[src/common/tec_pkg.sv]
// tec_pkg: constants and carrier types for the 16-bit timer/event counter.
// assumes one system clock; register port is address/strobe/read-data.
package tec_pkg;

   // register indices (byte address = index * 4)
   localparam logic [7:0] TEC_IDX_COUNT = 8'h00;
   localparam logic [7:0] TEC_IDX_CCA = 8'h01;
   localparam logic [7:0] TEC_IDX_CCB = 8'h02;
   localparam logic [7:0] TEC_IDX_MODE = 8'h03;
   localparam logic [7:0] TEC_IDX_CCCTL = 8'h04;
   localparam logic [7:0] TEC_IDX_PRESC = 8'h05;
   localparam logic [7:0] TEC_IDX_OUTCTL = 8'h06;
   localparam int TEC_ADDR_W = 10;
   localparam logic [TEC_ADDR_W-1:0] TEC_ADDR_COUNT = 10'h000;
   localparam logic [TEC_ADDR_W-1:0] TEC_ADDR_CCA = 10'h004;
   localparam logic [TEC_ADDR_W-1:0] TEC_ADDR_CCB = 10'h008;
   localparam logic [TEC_ADDR_W-1:0] TEC_ADDR_MODE = 10'h00c;
   localparam logic [TEC_ADDR_W-1:0] TEC_ADDR_CCCTL = 10'h010;
   localparam logic [TEC_ADDR_W-1:0] TEC_ADDR_PRESC = 10'h014;
   localparam logic [TEC_ADDR_W-1:0] TEC_ADDR_OUTCTL = 10'h018;

   // timer_mode_control fields
   localparam int TEC_MODE_OVF_BIT = 0;
   localparam int TEC_MODE_RUN_LO = 2;
   localparam int TEC_MODE_RUN_HI = 3;
   // capcmp_control fields
   localparam int TEC_CC_A_CAP_BIT = 0;
   localparam int TEC_CC_A_SRC_BIT = 1;
   localparam int TEC_CC_B_CAP_BIT = 2;
   // prescaler_mode_reg fields
   localparam int TEC_PR_CLK_LO = 0;
   localparam int TEC_PR_CLK_HI = 1;
   localparam int TEC_PR_EDGE_A_LO = 4;
   localparam int TEC_PR_EDGE_A_HI = 5;
   localparam int TEC_PR_EDGE_B_LO = 6;
   localparam int TEC_PR_EDGE_B_HI = 7;
   // output_control_reg fields
   localparam int TEC_OC_ONESHOT_EN = 0;
   localparam int TEC_OC_ONESHOT_TRIG = 1;

   localparam logic [15:0] TEC_CNT_RST = 16'h0000;
   localparam logic [15:0] TEC_CNT_MAX = 16'hffff;
   localparam logic [7:0] TEC_REG8_RST = 8'h00;
   localparam logic [3:0] TEC_DIV_RST = 4'h0;

   typedef enum logic [1:0] {
      TEC_RUN_STOP,
      TEC_RUN_FREE,
      TEC_RUN_CLR_EDGE,
      TEC_RUN_CLR_MATCH
   } tec_run_t;

   // edge select: 00 falling, 01 rising, 10 none, 11 both
   typedef enum logic [1:0] {
      TEC_EDGE_FALL,
      TEC_EDGE_RISE,
      TEC_EDGE_NONE,
      TEC_EDGE_BOTH
   } tec_edge_t;

   typedef struct packed {
      logic [TEC_ADDR_W-1:0] addr;
      logic [15:0] wdata;
      logic wr;
      logic rd;
   } tec_bus_req_t;

   typedef struct packed {
      logic [15:0] count;
      logic [15:0] cca;
      logic [15:0] ccb;
      tec_run_t run;
      logic ovf;
      logic [2:0] ccctl;
      logic [7:0] presc;
      logic oneshot_en;
      logic [3:0] div;
      logic [1:0] ina_sync;
      logic [1:0] inb_sync;
      logic ina_prev;
      logic inb_prev;
      logic [15:0] rdata;
      logic irq_a;
      logic irq_b;
   } tec_state_t;

endpackage : tec_pkg

[src/hw/tec_timer.sv]
// tec_timer: one channel of a 16-bit timer/event counter with two
// capture/compare registers and a small register port.
// assumes pins timer_input_a/b are asynchronous; all else on clk_sys_i.
`timescale 1ns/1ps

// Function
// - 16-bit counter advances on selected count clock
// - counter reads zero while stopped
// - counter cleared on reset or stop
// - edge mode clears counter on input A
// - match mode clears counter on register A
// - one-shot clears on trigger or input A
// - two 16-bit capture/compare registers, reset zero
// - compare A raises match A as a one-cycle pulse
// - capture A on opposite A edge or B
// - compare B raises match B on equality
// - capture B on valid input A edge
// - no capture while stopped; register keeps its value
// - captured value kept until next capture, write or reset
// - run-mode encoding stop/free/edge/match
// - overflow flag on wrap, cleared by software/stop
module tec_timer (
   // clock and reset
   input wire logic clk_sys_i,
   input wire logic rst_b_i,
   // register port
   input wire tec_pkg::tec_bus_req_t bus_i,
   output logic [15:0] rdata_o,
   // timer pins
   input wire logic timer_input_a_i,
   input wire logic timer_input_b_i,
   // events and status
   output logic match_irq_a_o,
   output logic match_irq_b_o,
   output logic overflow_flag_o
);
   import tec_pkg::*;

   tec_state_t s_r;
   tec_state_t s_nxt;

   logic running;
   logic tick;
   logic ina;
   logic inb;
   logic a_rise;
   logic a_fall;
   logic b_rise;
   logic b_fall;
   logic a_valid;
   logic a_opp;
   logic b_valid;
   logic cap_a;
   logic cap_b;
   logic match_a;
   logic match_b;
   logic clr;
   logic wrap;
   logic os_trig;
   logic wr_mode;
   logic [15:0] cnt_inc;

   function automatic logic edge_hit(input logic [1:0] sel,
                                     input logic rise,
                                     input logic fall);
      unique case (tec_edge_t'(sel))
         TEC_EDGE_FALL: edge_hit = fall;
         TEC_EDGE_RISE: edge_hit = rise;
         TEC_EDGE_NONE: edge_hit = 1'b0;
         TEC_EDGE_BOTH: edge_hit = rise | fall;
      endcase
   endfunction : edge_hit

   always_comb begin
      s_nxt = s_r;
      running = (s_r.run != TEC_RUN_STOP);
      // second synchroniser stage only feeds edge logic
      ina = s_r.ina_sync[1];
      inb = s_r.inb_sync[1];
      a_rise = ina & ~s_r.ina_prev;
      a_fall = ~ina & s_r.ina_prev;
      b_rise = inb & ~s_r.inb_prev;
      b_fall = ~inb & s_r.inb_prev;
      a_valid = running & edge_hit(
         s_r.presc[TEC_PR_EDGE_A_HI:TEC_PR_EDGE_A_LO], a_rise, a_fall);
      a_opp = running & edge_hit(
         s_r.presc[TEC_PR_EDGE_A_HI:TEC_PR_EDGE_A_LO], a_fall, a_rise);
      b_valid = running & edge_hit(
         s_r.presc[TEC_PR_EDGE_B_HI:TEC_PR_EDGE_B_LO], b_rise, b_fall);

      // count clock: sys/1, /2, /4 or /8
      unique case (s_r.presc[TEC_PR_CLK_HI:TEC_PR_CLK_LO])
         2'b00: tick = running;
         2'b01: tick = running & s_r.div[0];
         2'b10: tick = running & (&s_r.div[1:0]);
         2'b11: tick = running & (&s_r.div[2:0]);
      endcase

      // equality is tested on the tick so one event gives one pulse
      match_a = tick & ~s_r.ccctl[TEC_CC_A_CAP_BIT]
                & (s_r.count == s_r.cca);
      match_b = tick & ~s_r.ccctl[TEC_CC_B_CAP_BIT]
                & (s_r.count == s_r.ccb);

      cap_a = s_r.ccctl[TEC_CC_A_CAP_BIT] &
              (s_r.ccctl[TEC_CC_A_SRC_BIT] ? a_opp : b_valid);
      // captures need a running timer; a same-cycle stop still captures
      cap_b = s_r.ccctl[TEC_CC_B_CAP_BIT] & a_valid;

      wr_mode = bus_i.wr & (bus_i.addr == TEC_ADDR_MODE);
      os_trig = bus_i.wr & (bus_i.addr == TEC_ADDR_OUTCTL) &
                bus_i.wdata[TEC_OC_ONESHOT_TRIG] & s_r.oneshot_en;

      clr = 1'b0;
      if (s_r.oneshot_en & running & (os_trig | a_valid)) begin
         clr = 1'b1;
      end
      if ((s_r.run == TEC_RUN_CLR_EDGE) & a_valid) begin
         clr = 1'b1;
      end
      if ((s_r.run == TEC_RUN_CLR_MATCH) & match_a) begin
         clr = 1'b1;
      end
      wrap = tick & ~clr & (s_r.count == TEC_CNT_MAX);
      cnt_inc = s_r.count + 16'h0001;

      if (!running) begin
         s_nxt.count = TEC_CNT_RST;
      end else if (clr) begin
         s_nxt.count = TEC_CNT_RST;
      end else if (tick) begin
         s_nxt.count = cnt_inc;
      end

      // register writes; captures win over a write in the same cycle
      if (bus_i.wr) begin
         unique case (bus_i.addr)
            TEC_ADDR_CCA: s_nxt.cca = bus_i.wdata;
            TEC_ADDR_CCB: s_nxt.ccb = bus_i.wdata;
            TEC_ADDR_CCCTL: s_nxt.ccctl = bus_i.wdata[2:0];
            TEC_ADDR_PRESC: s_nxt.presc = bus_i.wdata[7:0];
            TEC_ADDR_OUTCTL:
               s_nxt.oneshot_en = bus_i.wdata[TEC_OC_ONESHOT_EN];
            default: ;
         endcase
      end
      if (wr_mode) begin
         s_nxt.run = tec_run_t'(
            bus_i.wdata[TEC_MODE_RUN_HI:TEC_MODE_RUN_LO]);
         s_nxt.ovf = bus_i.wdata[TEC_MODE_OVF_BIT];
      end
      if (cap_a) begin
         s_nxt.cca = s_r.count;
      end
      if (cap_b) begin
         s_nxt.ccb = s_r.count;
      end
      // stop clears flag; wrap sets it and wins over a clear
      if (wr_mode && bus_i.wdata[TEC_MODE_RUN_HI:TEC_MODE_RUN_LO] == 2'b00)
      begin
         s_nxt.ovf = 1'b0;
      end
      if (wrap) begin
         s_nxt.ovf = 1'b1;
      end

      s_nxt.div = running ? s_r.div + 4'h1 : TEC_DIV_RST;
      s_nxt.ina_sync = {s_r.ina_sync[0], timer_input_a_i};
      s_nxt.inb_sync = {s_r.inb_sync[0], timer_input_b_i};
      s_nxt.ina_prev = ina;
      s_nxt.inb_prev = inb;
      s_nxt.irq_a = match_a;
      s_nxt.irq_b = match_b;

      s_nxt.rdata = 16'h0000;
      if (bus_i.rd) begin
         unique case (bus_i.addr)
            TEC_ADDR_COUNT:
               s_nxt.rdata = running ? s_r.count : TEC_CNT_RST;
            TEC_ADDR_CCA: s_nxt.rdata = s_r.cca;
            TEC_ADDR_CCB: s_nxt.rdata = s_r.ccb;
            TEC_ADDR_MODE: s_nxt.rdata = {12'h000, s_r.run, 1'b0, s_r.ovf};
            TEC_ADDR_CCCTL: s_nxt.rdata = {13'h0000, s_r.ccctl};
            TEC_ADDR_PRESC: s_nxt.rdata = {8'h00, s_r.presc};
            TEC_ADDR_OUTCTL: s_nxt.rdata = {15'h0000, s_r.oneshot_en};
            default: s_nxt.rdata = 16'h0000;
         endcase
      end
   end

   always_ff @(posedge clk_sys_i) begin
      if (!rst_b_i) begin
         s_r <= '0;
      end else begin
         s_r <= s_nxt;
      end
   end

   assign rdata_o = s_r.rdata;
   assign match_irq_a_o = s_r.irq_a;
   assign match_irq_b_o = s_r.irq_b;
   assign overflow_flag_o = s_r.ovf;

endmodule : tec_timer

[config.mk]
export PLATFORM = sky130hd
export DESIGN_NAME = tec_timer
export DESIGN_NICKNAME = d
export VERILOG_FILES = /design/src/common/tec_pkg.sv /design/src/hw/tec_timer.sv
export SDC_FILE = /design/constraint.sdc
export NUM_CORES = 1
export LEC_CHECK = 0
export ABC_AREA = 1
export BUFFER_PORTS_ARGS = -buffer_cell sky130_fd_sc_hd__clkbuf_2
export CORE_ASPECT_RATIO = 0.75
export CORE_MARGIN = 3
export CORE_UTILIZATION = 38
export CTS_BUF_LIST = sky130_fd_sc_hd__clkbuf_4
export DETAILED_ROUTE_END_ITERATION = 8
export PLACE_DENSITY = 0.59
export SETUP_SLACK_MARGIN = 0.15
export SLEW_MARGIN = 5
export SYNTH_ARGS = -nofsm -noshare
export SYNTH_HDL_FRONTEND = slang
export SYNTH_SLANG_ARGS = --single-unit
[constraint.sdc]
create_clock -name clk_sys_i -period 1.85 [get_ports clk_sys_i]
set_clock_uncertainty 0.2 [all_clocks]
set_input_delay 0.37 -clock clk_sys_i [delete_from_list [all_inputs] [get_ports clk_sys_i]]
set_output_delay 0.37 -clock clk_sys_i [all_outputs]
set_load 0.02 [all_outputs]
==> flow_summary.json <==
{
  "ys_types": 35,
  "grt-ovfl-total": 0,
  "layout.nets": 923,
  "cp_max_fo": 8,
  "crit_path_end_kind": "flip-flop",
  "switching_power_mw": 0.8800,
  "routed-via-count": 5657,
  "regToRegEndpoint": "s_r[89]$_SDFFE_PP0N_",
  "gp_congestion": 0.9284,
  "die_h_um": 104.9,
  "clockBufferDepth": 2,
  "worstHoldPathType": "input port to flip-flop",
  "totalWireLength_mm": 18.19,
  "grt_max_degree": 33,
  "finalWorstSetupSlack_ns": -0.07125,
  "antenna_left": 0,
  "synth_top_area_share_pct": 36.39,
  "ys_seq_area_share_pct": 36.39,
  "worst_path_max_delay_cell": "dfxtp_4",
  "multi_input_area_um2": 2927,
  "dp_hpwl_mm": 13.18,
  "critical_path_class": "flip-flop to flip-flop",
  "clkPwrFrac_pct": 36.9,
  "setup_viol": 31,
  "groute.usage.overall_pct": 25.30,
  "final_cell_mix": "nand2_1 (197), inv_1 (85), buf_4 (85)",
  "htreeDepth": 3,
  "hold_viol": 0,
  "drcViolationCount": 0,
  "fin_tns_setup_ns": -1.347,
  "async_flop_share_pct": 0,
  "netlist_instances": 755,
  "synthFlopType": "dfxtp_1",
  "slew_headroom_pct": 71.35,
  "violations": "negative setup slack",
  "cts_tree": "done",
  "die_area_um2": 14450,
  "reg2reg_depth": 9,
  "power.internal_mw": 2.582,
  "first_pass_iters": 5,
  "yosysWarnings": 0,
  "p_sw_share_pct": 25.42,
  "ioPinCount": 51,
  "endpoint": "s_r[89]$_SDFFE_PP0N_",
  "fin_crit_ns": 1.921,
  "port_buffers": 50,
  "routedWlPerCell_um": 17.26,
  "insertion_delay_ns": 0.48,
  "vias_per_cell": 5.367,
  "holdPathStages": 3,
  "p_seq_share_pct": 56.1,
  "core_area_um2": 12520,
  "diodes": 0,
  "synthesis.area_um2": 4951,
  "synthTopCellsByArea": "dfxtp_1 (36%), nand2_1 (16%), inv_1 (6.8%)",
  "regArea_um2": 1839,
  "rsz0062_at_grt": "true",
  "crit_chain": "ha_4, o21ai_4, nand3_2, buf_6, nor3_4, a21oi_4, nand3_4, buf_12, nor2_1",
  "arrival_ns": 2.09,
  "fmax_ghz": 0.5205,
  "rrSetupSlack_ns": -0.07,
  "clock-sinks": 90,
  "hold_ws_ns": 0.02415,
  "outcome": "complete, but fails checks",
  "critPathMaxStageDelay_ns": 0.39,
  "drtIter0Drc": 570,
  "synth_area_leader_cell": "dfxtp_1",
  "reg2reg_from": "ina$_SDFF_PN0_",
  "power_density_nw_per_um2": 512.2,
  "cts.clk_slew.worst_paths_ns": 0.16,
  "finish.utilization_pct": 53.97,
  "critPathLaunchType": "flip-flop",
  "cts-root-buf": "clkbuf_4",
  "numCtsBuffers": 9,
  "grt_pass1_vias": 5370,
  "layout_commonest_cell": "nand2_1",
  "timing.final.crit_share_pct": 103.9,
  "final_layout_size_suffix_gt1_share_pct": 31.76,
  "synth_area_per_cell_um2": 6.558,
  "slew_violations": 0,
  "ir_worst_vdd_v": 0.0002838,
  "total_leakage_power_nw": 2.760,
  "die_width_um": 137.8,
  "crit_start": "ina$_SDFF_PN0_",
  "start_util_pct": 39.53,
  "tightest_slew_ns": 0.4298,
  "ys_ff_latch": 90,
  "dp_cells": 1018,
  "maxCapViolCount": 0,
  "power.share.combinational_pct": 7.0,
  "placementRows": 35,
  "required_ns": 2.02,
  "fillCellCount": 1261,
  "fin_cells": 1054,
  "synth_edf_count": 0,
  "syn_nets": 794,
  "area_delta_synth_final_pct": 36.52,
  "grt_pass1_wl_mm": 28.32,
  "grt_antenna_before_repair": 0
}
==> flip-flops by register name (all words and copies together) (netlist names) <==
name,flops
match_irq_b_o,1
inb,1
overflow_flag_o,1
s_r,67
match_irq_a_o,1
ina,1
s_nxt,2
rdata_o,16
==> power groups by stage <==
stage          Clock (mW)  Combinational [mW]  Sequential (mW)
5_1_grt              1.36               0.260             1.94
2_1_floorplan           0              0.0835             1.99
3_5_place_dp            0               0.186             1.99
3_3_place_gp            0               0.180             1.99
4_1_cts              1.29               0.227             1.95
6_report             1.28               0.243             1.94
==> cell type report <==
type	instances	share of cell area (%)
Clock buffer	9	0.9996
Clock inverter	6	1.370
Inverter	94	5.442
Multi-Input combinational cell	527	43.30
Sequential cell	90	27.21
Tap cell	166	3.073
Timing Repair Buffer	162	18.60
==> cell families after synthesis <==
family | synth area share, %
simple gates | 30.50
xor+xnor | 1.769
flops | 36.39
fa+ha+maj | 1.769
compound gates | 17.03
buf+inv | 12.53
==> critical path, delay by kind of cell, from the launching register on <==
kind / cells / cell delay [ns]
AND/OR/NAND/NOR: 4 / 0.48
AO/OA/AOI/OAI: 2 / 0.20
buffers and inverters: 2 / 0.30
adder cells (fa/ha/maj): 1 / 0.24
flip-flops: 1 / 0.39
==> cells in the mapped netlist, types with 2 or more instances <==
master	count
nor2_2	2
a21oi_1	55
o22ai_1	14
clkbuf_1	15
inv_2	3
nor3_1	12
ha_1	7
buf_6	2
nand3_1	44
nand3b_1	2
buf_4	19
o21ai_0	57
nor2_1	54
dfxtp_1	90
inv_1	90
o211ai_1	2
a31oi_1	24
buf_2	8
xor2_1	10
nor4_1	4
nand4_1	14
nand2_1	209
nand2_2	6
==> worst min-delay path by stage <==
stage,startpoint,slack (ns),end
floorplan,s_nxt[23]$_SDFF_PN0_,0.19,ina$_SDFF_PN0_
global placement,s_nxt[23]$_SDFF_PN0_,0.20,ina$_SDFF_PN0_
detailed placement,s_nxt[21]$_SDFF_PN0_,0.20,inb$_SDFF_PN0_
CTS,bus_i[13],0.004,s_r[70]$_SDFFE_PN0P_
global route,bus_i[13],0.01,s_r[70]$_SDFFE_PN0P_
finish,bus_i[8],0.02,s_r[65]$_SDFFE_PN0P_
==> layer usage <==
layer | share of wire, % | wire [µm] | vias to the layer above | track usage, %
met5 | 0 | 0 | - | 0
met4 | 2.1 | 383 | 0 | 6.559
met3 | 11 | 2060 | 33 | 7.796
met2 | 43 | 7833 | 303 | 37.50
met1 | 44 | 7916 | 2595 | 35.62
li1 | - | - | 2726 | -
==> stage by stage <==
stage                     worst slack [ns]  total power [mW]  cell area [µm²]
after detailed placement           -0.1717             2.175             5989
after CTS                         -0.03606             3.459             6605
final                             -0.07125             3.462             6759
after global placement             -0.1062             2.170             5989
after floorplan                    0.02174             2.072             5095
after global routing               -0.1228             3.560             6759
==> timing repair <==
| item | 4_1_cts | 5_1_grt |
|---|---|---|
| resized for setup | 97 | 44 |
| hold endpoints to repair | 13 | 0 |
| setup endpoints to repair | 51 | 64 |
| pin swaps | 9 | 15 |
| gates cloned | 4 | 0 |
| hold buffers | 12 | 0 |
| buffers inserted | 3 | 2 |
No activity file was read; power rests on OpenSTA's default activity.
